**src/rtl/rx_sys_out_consts.vh**
```
`ifndef RX_SYS_OUT_CONSTS_VH
`define RX_SYS_OUT_CONSTS_VH

// Core clock rate in kHz (40 MHz, 25 ns period).
`define MCLK_KHZ 40000
// Master-mode link clock rates in kHz.
`define T1_CLOCK_KHZ 1544
`define E1_CLOCK_KHZ 2048
// Width of the phase accumulator that paces the master-mode clocks.
`define NCO_BITS 16
// The accumulator toggles the clock on overflow, so it steps at twice the
// clock rate: rate * 2 * 65536 / 40000, rounded down, at accumulator width.
`define NCO_INC_T1 16'h13C3
`define NCO_INC_E1 16'h1A36
// Channel byte layout and idle fill.
`define BYTE_BITS 8
`define SIG_BITS 4
`define BIT_COUNT_LAST 3'h7
`define IDLE_DATA 8'hFF
`define IDLE_SIG 4'h0
// Upper nibble (b1 to b4) of a signaling byte; b5 to b8 carry the bits.
`define SIG_PAD 4'h0
// Output buffer depth per link.
`define FIFO_DEPTH 4

`endif

```
**src/rtl/rx_sys_out.v**
```verilog
// How it works
// - Master mode: link data changes on own clock
// - Slave mode: own clock or link 1 clock
// - Multiplexed mode: combined data alternates links bytewise
// - Combined data changes on combined clock edge
// - Signaling in b5-b8, aligned with channel data
// - Master mode: link signaling changes on own clock
// - Combined signaling interleaved bytewise, timeslot aligned
// - Combined signaling changes on combined clock edge
// - Master clock gapped 1.544 or 2.048 MHz
`timescale 1ns/1ps
`include "rx_sys_out_consts.vh"

// Small flip-flop FIFO with valid and ready on both sides.
module rx_word_fifo #(
  parameter WIDTH = 12,
  parameter DEPTH = 4,
  parameter PTR_BITS = 2
) (
  // Clock and reset
  input wire mclk,
  input wire reset_n,
  // Filling side
  input wire [WIDTH-1:0] in_word,
  input wire in_valid,
  output reg in_ready,
  // Draining side
  output wire [WIDTH-1:0] out_word,
  output reg out_valid,
  input wire out_ready
);
  reg [WIDTH-1:0] store [0:DEPTH-1];
  reg [PTR_BITS-1:0] wr_ptr;
  reg [PTR_BITS-1:0] rd_ptr;
  reg [PTR_BITS:0] fill;
  wire push;
  wire pop;
  wire [PTR_BITS:0] next_fill;
  integer i;

  // A word moves on each side only when both valid and ready are high.
  assign push = in_valid & in_ready;
  assign pop = out_valid & out_ready;
  assign next_fill = fill + {{PTR_BITS{1'b0}}, push} -
    {{PTR_BITS{1'b0}}, pop};
  assign out_word = store[rd_ptr];

  // Pointers, fill level and registered full and empty flags.
  always @(posedge mclk or negedge reset_n) begin
    if (!reset_n) begin
      wr_ptr <= {PTR_BITS{1'b0}};
      rd_ptr <= {PTR_BITS{1'b0}};
      fill <= {(PTR_BITS+1){1'b0}};
      in_ready <= 1'b0;
      out_valid <= 1'b0;
    end else begin
      if (push) begin
        wr_ptr <= wr_ptr + 1'b1;
      end
      if (pop) begin
        rd_ptr <= rd_ptr + 1'b1;
      end
      fill <= next_fill;
      in_ready <= (next_fill != DEPTH[PTR_BITS:0]);
      out_valid <= (next_fill != {(PTR_BITS+1){1'b0}});
    end
  end

  // Storage is written without reset; only the pointers, fill level and flags need one.
  always @(posedge mclk) begin
    for (i = 0; i < DEPTH; i = i + 1) begin
      if (push && (wr_ptr == i[PTR_BITS-1:0])) begin
        store[i] <= in_word;
      end
    end
  end
endmodule // rx_word_fifo

// Receive system-side output stage for two links.
module rx_sys_out (
  // Clock and reset
  input wire mclk,
  input wire reset_n,
  // Mode straps, held steady while running
  input wire mux_mode,
  input wire clock_master,
  input wire slave_clock_share_select,
  input wire e1_mode,
  // Link 1 payload from the framer
  input wire [7:0] link1_payload_data,
  input wire [3:0] link1_payload_sig,
  input wire link1_payload_valid,
  output wire link1_payload_ready,
  // Link 2 payload from the framer
  input wire [7:0] link2_payload_data,
  input wire [3:0] link2_payload_sig,
  input wire link2_payload_valid,
  output wire link2_payload_ready,
  // Link 1 clock pin, also the combined clock input
  input wire link1_rx_sys_clock_in,
  output wire link1_rx_sys_clock_out,
  output wire link1_rx_sys_clock_oe,
  // Link 2 clock pin
  input wire link2_rx_sys_clock_in,
  output wire link2_rx_sys_clock_out,
  output wire link2_rx_sys_clock_oe,
  // Combined frame start pulse, active high
  input wire combined_rx_frame_pulse,
  // Serial outputs
  output wire link1_rx_sys_data_out,
  output wire link2_rx_sys_data_out,
  output wire link1_rx_signaling_out,
  output wire link2_rx_signaling_out,
  output wire combined_rx_sys_data_out,
  output wire combined_rx_signaling_out
);
  localparam WORD_BITS = `BYTE_BITS + `SIG_BITS;

  // Per-link state, index 0 is link 1.
  reg [2:0] clk_sync [0:1];
  reg [2:0] fp_sync;
  reg [`NCO_BITS-1:0] phase [0:1];
  reg [1:0] clk_drive;
  reg clk_oe;
  reg [7:0] data_shift [0:1];
  reg [7:0] sig_shift [0:1];
  reg [2:0] bit_count [0:1];
  reg next_from_link2;
  wire [WORD_BITS-1:0] fifo_word [0:1];
  wire [1:0] fifo_valid;
  reg [1:0] fifo_pop;
  wire [1:0] pin_edge;
  reg [1:0] tick;
  reg [1:0] nco_wrap;
  reg [`NCO_BITS:0] phase_sum [0:1];
  reg [`NCO_BITS-1:0] nco_inc;
  reg frame_start;
  reg pick2;
  integer n;

  // True when a serializer is at a byte boundary and must fetch a word.
  function at_boundary;
    input [2:0] count;
    begin
      at_boundary = (count == 3'h0);
    end
  endfunction

  // One buffer per link absorbs framer bursts against the slower pins.
  rx_word_fifo #(
    .WIDTH(WORD_BITS),
    .DEPTH(`FIFO_DEPTH),
    .PTR_BITS(2)
  ) fifo_link1 (
    .mclk(mclk),
    .reset_n(reset_n),
    .in_word({link1_payload_data, link1_payload_sig}),
    .in_valid(link1_payload_valid),
    .in_ready(link1_payload_ready),
    .out_word(fifo_word[0]),
    .out_valid(fifo_valid[0]),
    .out_ready(fifo_pop[0])
  );

  rx_word_fifo #(
    .WIDTH(WORD_BITS),
    .DEPTH(`FIFO_DEPTH),
    .PTR_BITS(2)
  ) fifo_link2 (
    .mclk(mclk),
    .reset_n(reset_n),
    .in_word({link2_payload_data, link2_payload_sig}),
    .in_valid(link2_payload_valid),
    .in_ready(link2_payload_ready),
    .out_word(fifo_word[1]),
    .out_valid(fifo_valid[1]),
    .out_ready(fifo_pop[1])
  );

  // Pin clocks and the frame pulse pass two flip-flops; the third stage
  // only serves the rising-edge detector.
  always @(posedge mclk or negedge reset_n) begin
    if (!reset_n) begin
      clk_sync[0] <= 3'h0;
      clk_sync[1] <= 3'h0;
      fp_sync <= 3'h0;
    end else begin
      clk_sync[0] <= {clk_sync[0][1:0], link1_rx_sys_clock_in};
      clk_sync[1] <= {clk_sync[1][1:0], link2_rx_sys_clock_in};
      fp_sync <= {fp_sync[1:0], combined_rx_frame_pulse};
    end
  end

  // Rising edge of each pin clock is the active edge.
  assign pin_edge[0] = clk_sync[0][1] & ~clk_sync[0][2];
  assign pin_edge[1] = clk_sync[1][1] & ~clk_sync[1][2];

  // Phase step, rising edges and the active edge of each serializer.
  always @* begin
    nco_inc = e1_mode ? `NCO_INC_E1 : `NCO_INC_T1;
    frame_start = 1'b0;
    for (n = 0; n < 2; n = n + 1) begin
      phase_sum[n] = {1'b0, phase[n]} + {1'b0, nco_inc};
      nco_wrap[n] = phase_sum[n][`NCO_BITS] & ~clk_drive[n] &
        (fifo_valid[n] | ~at_boundary(bit_count[n]));
    end
    if (mux_mode) begin
      tick[0] = pin_edge[0];
      tick[1] = 1'b0;
      frame_start = pin_edge[0] & fp_sync[1];
    end else if (clock_master) begin
      tick = nco_wrap;
    end else begin
      tick[0] = pin_edge[0];
      tick[1] = slave_clock_share_select ? pin_edge[0] : pin_edge[1];
    end
    // Source of the next combined byte: link 1 first after a frame start.
    pick2 = mux_mode & next_from_link2 & ~frame_start;
    fifo_pop = 2'b00;
    if (tick[0] && (at_boundary(bit_count[0]) || frame_start)) begin
      if (pick2) begin
        fifo_pop[1] = fifo_valid[1];
      end else begin
        fifo_pop[0] = fifo_valid[0];
      end
    end
    if (tick[1] && at_boundary(bit_count[1])) begin
      fifo_pop[1] = fifo_valid[1];
    end
  end

  // Master clock generator: toggles on accumulator overflow and stalls
  // low at a byte boundary with no word ready, giving a gapped clock.
  always @(posedge mclk or negedge reset_n) begin
    if (!reset_n) begin
      phase[0] <= {`NCO_BITS{1'b0}};
      phase[1] <= {`NCO_BITS{1'b0}};
      clk_drive <= 2'b00;
      clk_oe <= 1'b0;
    end else begin
      clk_oe <= clock_master & ~mux_mode;
      for (n = 0; n < 2; n = n + 1) begin
        phase[n] <= phase_sum[n][`NCO_BITS-1:0];
        if (!clock_master || mux_mode) begin
          clk_drive[n] <= 1'b0;
        end else if (phase_sum[n][`NCO_BITS] &&
            (clk_drive[n] || nco_wrap[n])) begin
          clk_drive[n] <= ~clk_drive[n];
        end
      end
    end
  end

  // Serializers: load a channel byte at the boundary, else shift MSB
  // (b1) first. Signaling rides in b5 to b8 of the same timeslot.
  always @(posedge mclk or negedge reset_n) begin
    if (!reset_n) begin
      for (n = 0; n < 2; n = n + 1) begin
        data_shift[n] <= `IDLE_DATA;
        sig_shift[n] <= {`SIG_PAD, `IDLE_SIG};
        bit_count[n] <= 3'h0;
      end
      next_from_link2 <= 1'b0;
    end else begin
      for (n = 0; n < 2; n = n + 1) begin
        if (tick[n]) begin
          if (at_boundary(bit_count[n]) || (n == 0 && frame_start)) begin
            bit_count[n] <= `BIT_COUNT_LAST;
            if (fifo_pop[n == 0 && pick2 ? 1 : n]) begin
              data_shift[n] <= fifo_word[n == 0 && pick2 ? 1 : n]
                [WORD_BITS-1:`SIG_BITS];
              sig_shift[n] <= {`SIG_PAD,
                fifo_word[n == 0 && pick2 ? 1 : n][`SIG_BITS-1:0]};
            end else begin
              data_shift[n] <= `IDLE_DATA;
              sig_shift[n] <= {`SIG_PAD, `IDLE_SIG};
            end
            if (n == 0) begin
              next_from_link2 <= mux_mode & ~pick2;
            end
          end else begin
            bit_count[n] <= bit_count[n] - 3'h1;
            data_shift[n] <= {data_shift[n][6:0], 1'b1};
            sig_shift[n] <= {sig_shift[n][6:0], 1'b0};
          end
        end
      end
    end
  end

  // Pins come straight from the shift registers and clock flip-flops.
  // Link 1 and the combined stream share serializer 0, as they share pins.
  assign link1_rx_sys_data_out = data_shift[0][7];
  assign link2_rx_sys_data_out = data_shift[1][7];
  assign link1_rx_signaling_out = sig_shift[0][7];
  assign link2_rx_signaling_out = sig_shift[1][7];
  assign combined_rx_sys_data_out = data_shift[0][7];
  assign combined_rx_signaling_out = sig_shift[0][7];
  assign link1_rx_sys_clock_out = clk_drive[0];
  assign link2_rx_sys_clock_out = clk_drive[1];
  assign link1_rx_sys_clock_oe = clk_oe;
  assign link2_rx_sys_clock_oe = clk_oe;
endmodule // rx_sys_out

```
**config.mk**
```make
export PLATFORM = sky130hd
export DESIGN_NAME = rx_sys_out
export DESIGN_NICKNAME = d
export VERILOG_FILES = /design/src/rtl/rx_sys_out.v
export VERILOG_INCLUDE_DIRS = /design/src /design/src/rtl
export SDC_FILE = /design/constraint.sdc
export NUM_CORES = 1
export LEC_CHECK = 0
export ABC_AREA = 1
export BUFFER_PORTS_ARGS = -buffer_cell sky130_fd_sc_hd__buf_2
export CAP_MARGIN = 20
export CORE_ASPECT_RATIO = 1.4
export CORE_UTILIZATION = 55
export DETAILED_ROUTE_END_ITERATION = 7
export PLACE_DENSITY_LB_ADDON = 0.2
export SKIP_LAST_GASP = 1
export SYNTH_ARGS = -nofsm -noshare
export SYNTH_HDL_FRONTEND = slang
export SYNTH_SLANG_ARGS = --single-unit
```
**constraint.sdc**
```tcl
create_clock -name mclk -period 3 [get_ports mclk]
set_clock_uncertainty 0.15 [all_clocks]
set_input_delay 0.6 -clock mclk [delete_from_list [all_inputs] [get_ports mclk]]
set_output_delay 0.6 -clock mclk [all_outputs]
set_load 0.05 [all_outputs]
```
==> impl_metrics.yaml, run 1 <==
outcome:
  status: "finished, violations left"
  violations: "setup timing"
sta:
  hold_viol_final: 0
  fmax_ghz: 0.321
  rsz0062_at_grt: "yes"
  hold_slack_ps: 5.66
  min_period_ps: 3120
  worst_pin_slew_ps: 692
  max-slew-margin-rel_pct: 53.8
  min_period_over_period_pct: 104
  slew_violations: 0
  setup_ws_ps: -117
  setup_viol: 4
synthesis:
  yosysSeqAreaShare_pct: 60.4
  synth.most_common_cell: "nand2_1"
  synth_common_cells: "nand2_1 (160), nor2_1 (110), edfxtp_1 (96)"
  yosys.area_share.simple_pct: 15.3
  synth_top_family_by_area: "simple AND/OR/NAND/NOR gates"
  synth_compound_area_share_pct: 9.84
  synth_fa_ha_area_share_pct: 5.20
  ys_top_cells_by_area: "edfxtp_1 (32%), dfrtp_1 (23%), nand2_1 (6.7%)"
  synth_nets: 942
  avgSynthCellArea_um2: 10.3
  syn_area_um2: 8950
  yosysUniqueCellTypes: 47
  synthArstFlopShare_pct: 51.0
  synth_warnings: 0
  synth_edf_count: 96
  synth_xor_area_share_pct: 3.43
  netlist.area_leader.share_pct: 32.2
  synth_cells: 871
  synth_mux_area_share_pct: 0
  synthFlopType: "edfxtp_1"
  synth_top_area_cell: "edfxtp_1"
  synth_seq_cells: 196
power_and_ir_drop:
  vdd_drop_max_v: 0.000711
  leakage_nw: 4.84
  powerDensity_nw_per_um2: 1030
  p_int_mw: 6.96
  power_frac_seq_pct: 37.6
  pwr-share-comb_pct: 42.5
  sw_frac_of_total_pct: 38.6
  p_clk_share_pct: 19.8
  switching_power_mw: 4.37
clocking:
  cts_sinks: 196
  htreeDepth: 4
  hold_buffers: 0
  cts_buffer_depth: 2
  clkLatencyLatePin_ps: 430
  cts_inserted_buffers: 17
  cts_tree: "yes"
  clk_pin_slew_ps: 70
  root_buffer: "clkbuf_16"
detailed_routing:
  vias: 6379
  wl_per_cell_um: 15.2
  first_pass_iters: 5
  drc: 0
  wl_mm: 18.5
  drtIter0Drc: 353
  via_per_inst: 5.25
  postRouteAntennaNets: 0
layout:
  fin_area_um2: 11000
  drive_above_1_share_pct: 27.4
  n_fill_cell: 1147
  num_antenna_cells: 0
  syn_to_final_growth_pct: 23.0
  nets: 1078
global_route:
  antenna_found_initial: 0
  grt_max_degree: 43
  grt_use_total_pct: 23.8
  grt_remaining_overflow: 0
  grt_pass1_vias: 6395
  grt_pass1_wl_mm: 30.3
worst_hold_path:
  hold_class: "input port to async pin"
place:
  gp_congestion: 0.849
  pre_cts_slack_ps: -698
  dp_hpwl_mm: 12.2
  dpl_cell_area_um2: 9890
  io_buffer_count: 46
setup_path:
  crit_fanout: 4
  cp-start-kind: "input port"
  worst_ep_required_time_ps: 3160
  crit_path_top_delay_cell: "fa_2"
  critPathKind: "input port to register"
  path_cells: "buf_8 -> clkinvlp_4 -> buf_12 -> ha_4 -> nand2_4 -> inv_2 -> a21oi_2 -> nand2_2 -> nand2_2 -> nand2_2 -> nand2_2 -> nand2_4 -> nand2_4 -> inv_4 -> nand2_4 -> inv_4 -> ha_4 -> inv_2 -> ha_4 -> fa_2 -> xor2_2 -> nand3b_1"
  arrival_ps: 3280
  slowest_delay_ps: 350
  endpoint_kind: "register"
floorplan:
  rows: 54
  core_area_um2: 15700
  die_width_um: 110
  ios: 47
  die_h_um: 153
  dieArea_um2: 16800
  start_util_pct: 56.8
job:
  maxCapViolCount: 0
[cell type report]
type                            count  area [µm²]  share of cell area (%)
Clock buffer                       18         429                    3.90
Clock inverter                     14         159                    1.44
Inverter                          100         387                    3.51
Multi-Input combinational cell    548        3360                    30.5
Sequential cell                   196        5410                    49.1
Tap cell                          196         245                    2.23
Timing Repair Buffer              144        1020                    9.30
[layout by cell type (no fill, tap or decap), drive strengths merged, types with 5 or more instances in the layout]
cell,Yosys,final
ha,34,34
clkinv,2,5
clkbuf,12,18
xor2,23,23
buf,15,144
nor2,111,111
nand2,177,177
inv,98,105
xnor2,12,12
o21ai,79,79
nand3,30,30
dfstp,16,16
a21oi,42,42
edfxtp,96,96
o22ai,12,12
dfrtp,84,84
[per-stage QoR]
step	power (mW)	TNS, ps	cells	util (%)
2_1_floorplan	7.07	-2530	871	-
3_3_place_gp	8.39	-4270	1163	62.8
3_5_place_dp	8.50	-4850	1163	62.8
4_1_cts	11.1	-244	1212	69.2
5_1_grt	12.1	-991	1216	69.9
6_report	11.3	-251	1216	69.9
[power by group through the flow]
stage	clock (mW)	sequential (mW)	combinational [mW]
floorplan	0	4.23	2.83
global placement	0	4.24	4.15
detailed placement	0	4.26	4.24
CTS	2.29	4.25	4.60
global route	2.38	4.36	5.37
finish	2.25	4.27	4.82
[worst max-delay path, delay by kind of cell]
| kind | cells | cell delay [ps] |
|---|---|---|
| buf+inv | 7 | 580 |
| xor+xnor | 1 | 200 |
| compound gates | 1 | 130 |
| fa+ha+maj | 4 | 970 |
| simple gates | 9 | 790 |
[layer usage]
layer	up-vias	global-route usage, %	share of wire, %
met4	0	11.0	2.5
met2	133	41.5	54
met5	-	0	0
met3	30	4.26	3.3
li1	3146	-	-
met1	3070	28.0	41
[cells by family (layout without fill, tap and decap cells)]
| logic type | Yosys count | after routing |
|---|---|---|
| simple gates | 323 | 323 |
| flops | 196 | 196 |
| compound gates | 154 | 154 |
| buf+inv | 127 | 276 |
| fa+ha+maj | 36 | 36 |
| xor+xnor | 35 | 35 |
[repair_timing]
item,in CTS,in global routing
setup endpoints to repair,8,10
setup buffers,17,4
pin swaps,28,25
resized for setup,51,21
[worst paths after layout]
path / from / endpoint / slack (ps) / depth (start not counted)
min in group mclk: link2_rx_sys_clock_in / clk_sync[0]$_DFF_PN0_ / 120 / 1
worst max register to register: phase[16]$_DFF_PN0_ / fifo_link1.out_valid$_DFF_PN0_ / -30 / 22
worst max-delay path: e1_mode / fifo_link1.out_valid$_DFF_PN0_ / -120 / 22
max in group asynchronous: reset_n / data_shift[2]$_DFFE_PN1P_ / 1950 / 2
worst min register to register: clk_sync[3]$_DFF_PN0_ / clk_sync[4]$_DFF_PN0_ / 200 / 0
worst min-delay path: reset_n / phase[16]$_DFF_PN0_ / 6 / 1
[sequential cells by signal, indices dropped and copies added, names as in the netlist, 2 cells and up]
name / cells
fifo_link1.wr_ptr: 2
fp_sync: 2
fifo_link2.rd_ptr: 2
fifo_link2.wr_ptr: 2
fifo_link1.store: 48
data_shift: 14
fifo_link1.fill: 3
bit_count: 6
clk_drive: 2
clk_sync: 6
fifo_link1.rd_ptr: 2
fifo_link2.store: 48
phase: 32
fifo_link2.fill: 3
sig_shift: 14
No activity file was read; power rests on OpenSTA's default activity.
==> run 2, diff against run 1 <==
Settings changed: ABC_AREA 1 to default.
==> run 2 against run 1 <==
  * The flow still finishes with violations (setup timing)
  * Critical path type unchanged
  * Largest cell class unchanged
  * Sequential cell count unchanged
  * Wire length decreased by 13%
  * Utilization decreased by 3.0 points
==> impl_metrics.yaml, run 2 <==
setup_path:
  path_buf_inv: 4
  crit_fanout: 8
  slowest_delay_ps: 450
  path_cells: "buf_6 -> clkinvlp_4 -> buf_4 -> ha_1 -> o21a_1 -> o21ai_2 -> a22oi_2 -> nand2_2 -> o31a_1 -> o32ai_4 -> ha_1 -> inv_2 -> ha_4 -> fa_2 -> nor2_2 -> nand2_1"
  cpMostUsedCell: "ha_1"
  path_delay_family: "adder cells"
  endpoint_kind: "register"
  worst_ep_required_time_ps: 3160
  critPathKind: "input port to register"
  arrival_ps: 3480
  crit_path_top_delay_cell: "fa_2"
  cp-start-kind: "input port"
synthesis:
  syn_area_um2: 8510
  avgSynthCellArea_um2: 13.5
  yosysSeqAreaShare_pct: 63.5
  synth_top_area_cell: "edfxtp_1"
  synth_cells: 632
  synth_warnings: 0
  synthArstFlopShare_pct: 51.0
  synth.most_common_cell: "edfxtp_1"
  ys_top_cells_by_area: "edfxtp_1 (34%), dfrtp_1 (25%), mux4_2 (6.4%)"
  netlist.area_leader.share_pct: 33.9
  synthFlopType: "edfxtp_1"
  synth_common_cells: "edfxtp_1 (96), nand2_1 (93), dfrtp_1 (84)"
  yosysUniqueCellTypes: 58
  synth_seq_cells: 196
  synth_edf_count: 96
  synth_nets: 703
floorplan:
  core_area_um2: 15100
  rows: 53
  die_width_um: 107
  ios: 47
  start_util_pct: 56.5
  dieArea_um2: 16000
  die_h_um: 149
layout:
  reg_top3: "fifo_link1.store (48), fifo_link2.store (48), phase (32)"
  drive_above_1_share_pct: 28.7
  nets: 810
  layout_common_cells: "edfxtp_1 (96), nand2_1 (93), dfrtp_1 (84), buf_4 (66), buf_2 (44)"
  syn_to_final_growth_pct: 18.4
  utilization_pct: 66.9
  fin_cells: 945
  mostFrequentLayoutCell: "edfxtp_1"
  fin_area_um2: 10100
global_route:
  grt_remaining_overflow: 0
  grt_use_total_pct: 22.2
  grt_pass1_vias: 5496
  antenna_found_initial: 1
  grt_pass1_wl_mm: 26.8
  grt_max_degree: 66
sta:
  setup_viol: 8
  min_period_ps: 3320
  hold_viol_final: 0
  min_period_over_period_pct: 111
  fmax_ghz: 0.301
  rsz0062_at_grt: "yes"
  max-slew-margin-rel_pct: 55.1
  slew_violations: 0
  setup_ws_ps: -319
  worst_pin_slew_ps: 674
detailed_routing:
  wl_mm: 16.0
  vias: 5181
  postRouteAntennaNets: 0
  via_per_inst: 5.48
  first_pass_iters: 4
  drc: 0
  wl_per_cell_um: 17.0
  drtIter0Drc: 224
clocking:
  clk_pin_slew_ps: 70
  cts_inserted_buffers: 17
  htreeDepth: 4
  cts_sinks: 196
  root_buffer: "clkbuf_16"
  clkLatencyLatePin_ps: 430
  cts_tree: "yes"
  cts_buffer_depth: 2
worst_hold_path:
  hold_class: "input port to register"
place:
  dp_hpwl_mm: 11.2
  io_buffer_count: 46
  gp_congestion: 0.827
  dpl_cell_area_um2: 9320
  pre_cts_slack_ps: -909
  post-place-cells: 900
outcome:
  status: "finished, violations left"
  violations: "setup timing"
power_and_ir_drop:
  vdd_drop_max_v: 0.000630
  powerDensity_nw_per_um2: 998
  leakage_nw: 4.19
job:
  maxCapViolCount: 0
-- run 2: cell count changes in the layout (fill, tap and decap cells not counted), moves of 14 or more --
cell     change
nor2_1      -82
nand2_1     -59
inv_1       -48
o21ai_0     -33
buf_4       -28
mux4_2      +24
nand3_1     -18
nand2_2     -14
-- run 2: final timing paths --
check,start,end,slack [ps],cells past startpoint
max,e1_mode,fifo_link2.in_ready$_DFF_PN0_,-320,16
min,link2_rx_sys_clock_in,clk_sync[0]$_DFF_PN0_,140,1
max reg2reg,phase[16]$_DFF_PN0_,fifo_link2.in_ready$_DFF_PN0_,-220,15
min reg2reg,fp_sync[0]$_DFF_PN0_,fp_sync[1]$_DFF_PN0_,210,0
max in group asynchronous,reset_n,combined_rx_sys_data_out$_DFFE_PN1P_,1400,3
min in group asynchronous,reset_n,phase[5]$_DFF_PN0_,520,2
-- run 2: repair_timing --
action / in CTS / in global routing
setup endpoints to repair: 8 / 10
pin swaps: 10 / 10
gates resized for setup: 8 / 11
buffers inserted: 6 / 6
endpoints found under the hold margin: 18 / 0
hold buffers: 1 / 0
-- run 2: cell type report --
| class | instances | area, µm² |
|---|---|---|
| diodes | 1 | 2.50 |
| clock buffers | 19 | 433 |
| clock inverters | 13 | 139 |
| fillers | 1093 | 4980 |
| inverters | 34 | 131 |
| multi-input cells | 376 | 2950 |
| flip-flops and latches | 196 | 5410 |
| well taps | 192 | 240 |
| repair buffers | 114 | 768 |
-- run 2: worst register-to-register path, cell delays in order (launching register included) --
cell and delay, ps:
dfrtp_1 370, ha_4 140, inv_2 40, ha_4 140, and2b_1 220, o2111ai_2 150
nand4_1 130, nand2_2 70, o31a_1 290, o32ai_4 270, ha_1 280, inv_2 80
ha_4 130, fa_2 450, nor2_2 140, nand2_1 70
-- run 2: per-stage QoR --
stage	power (mW)	hold slack, ps	setup TNS [ps]
after floorplan	6.63	154	-3130
after global placement	7.58	187	-6570
after detailed placement	7.78	186	-7980
after CTS	10.1	122	-1310
after global routing	10.7	115	-2890
final	10.1	137	-1800
-- run 2: routing by layer --
| layer | GRT usage [%] | routed length, µm |
|---|---|---|
| met5 | 0 | 0 |
| met4 | 6.85 | 206 |
| met3 | 4.94 | 427 |
| met2 | 39.8 | 8830 |
| met1 | 26.4 | 6570 |
-- run 2: power breakdown --
group          switching, mW  internal [mW]
Combinational           1.90           1.71
Clock                   1.02           1.17
Sequential             0.512           3.74
-- run 2: kinds of logic after synthesis --
family	Yosys count	share of synthesized area, %
flip-flops	196	63.5
adder cells (fa/ha/maj)	36	5.47
AO/OA/AOI/OAI	111	8.69
multiplexers	26	6.60
AND/OR/NAND/NOR	168	8.91
XOR/XNOR	35	3.60
buffers and inverters	60	3.16
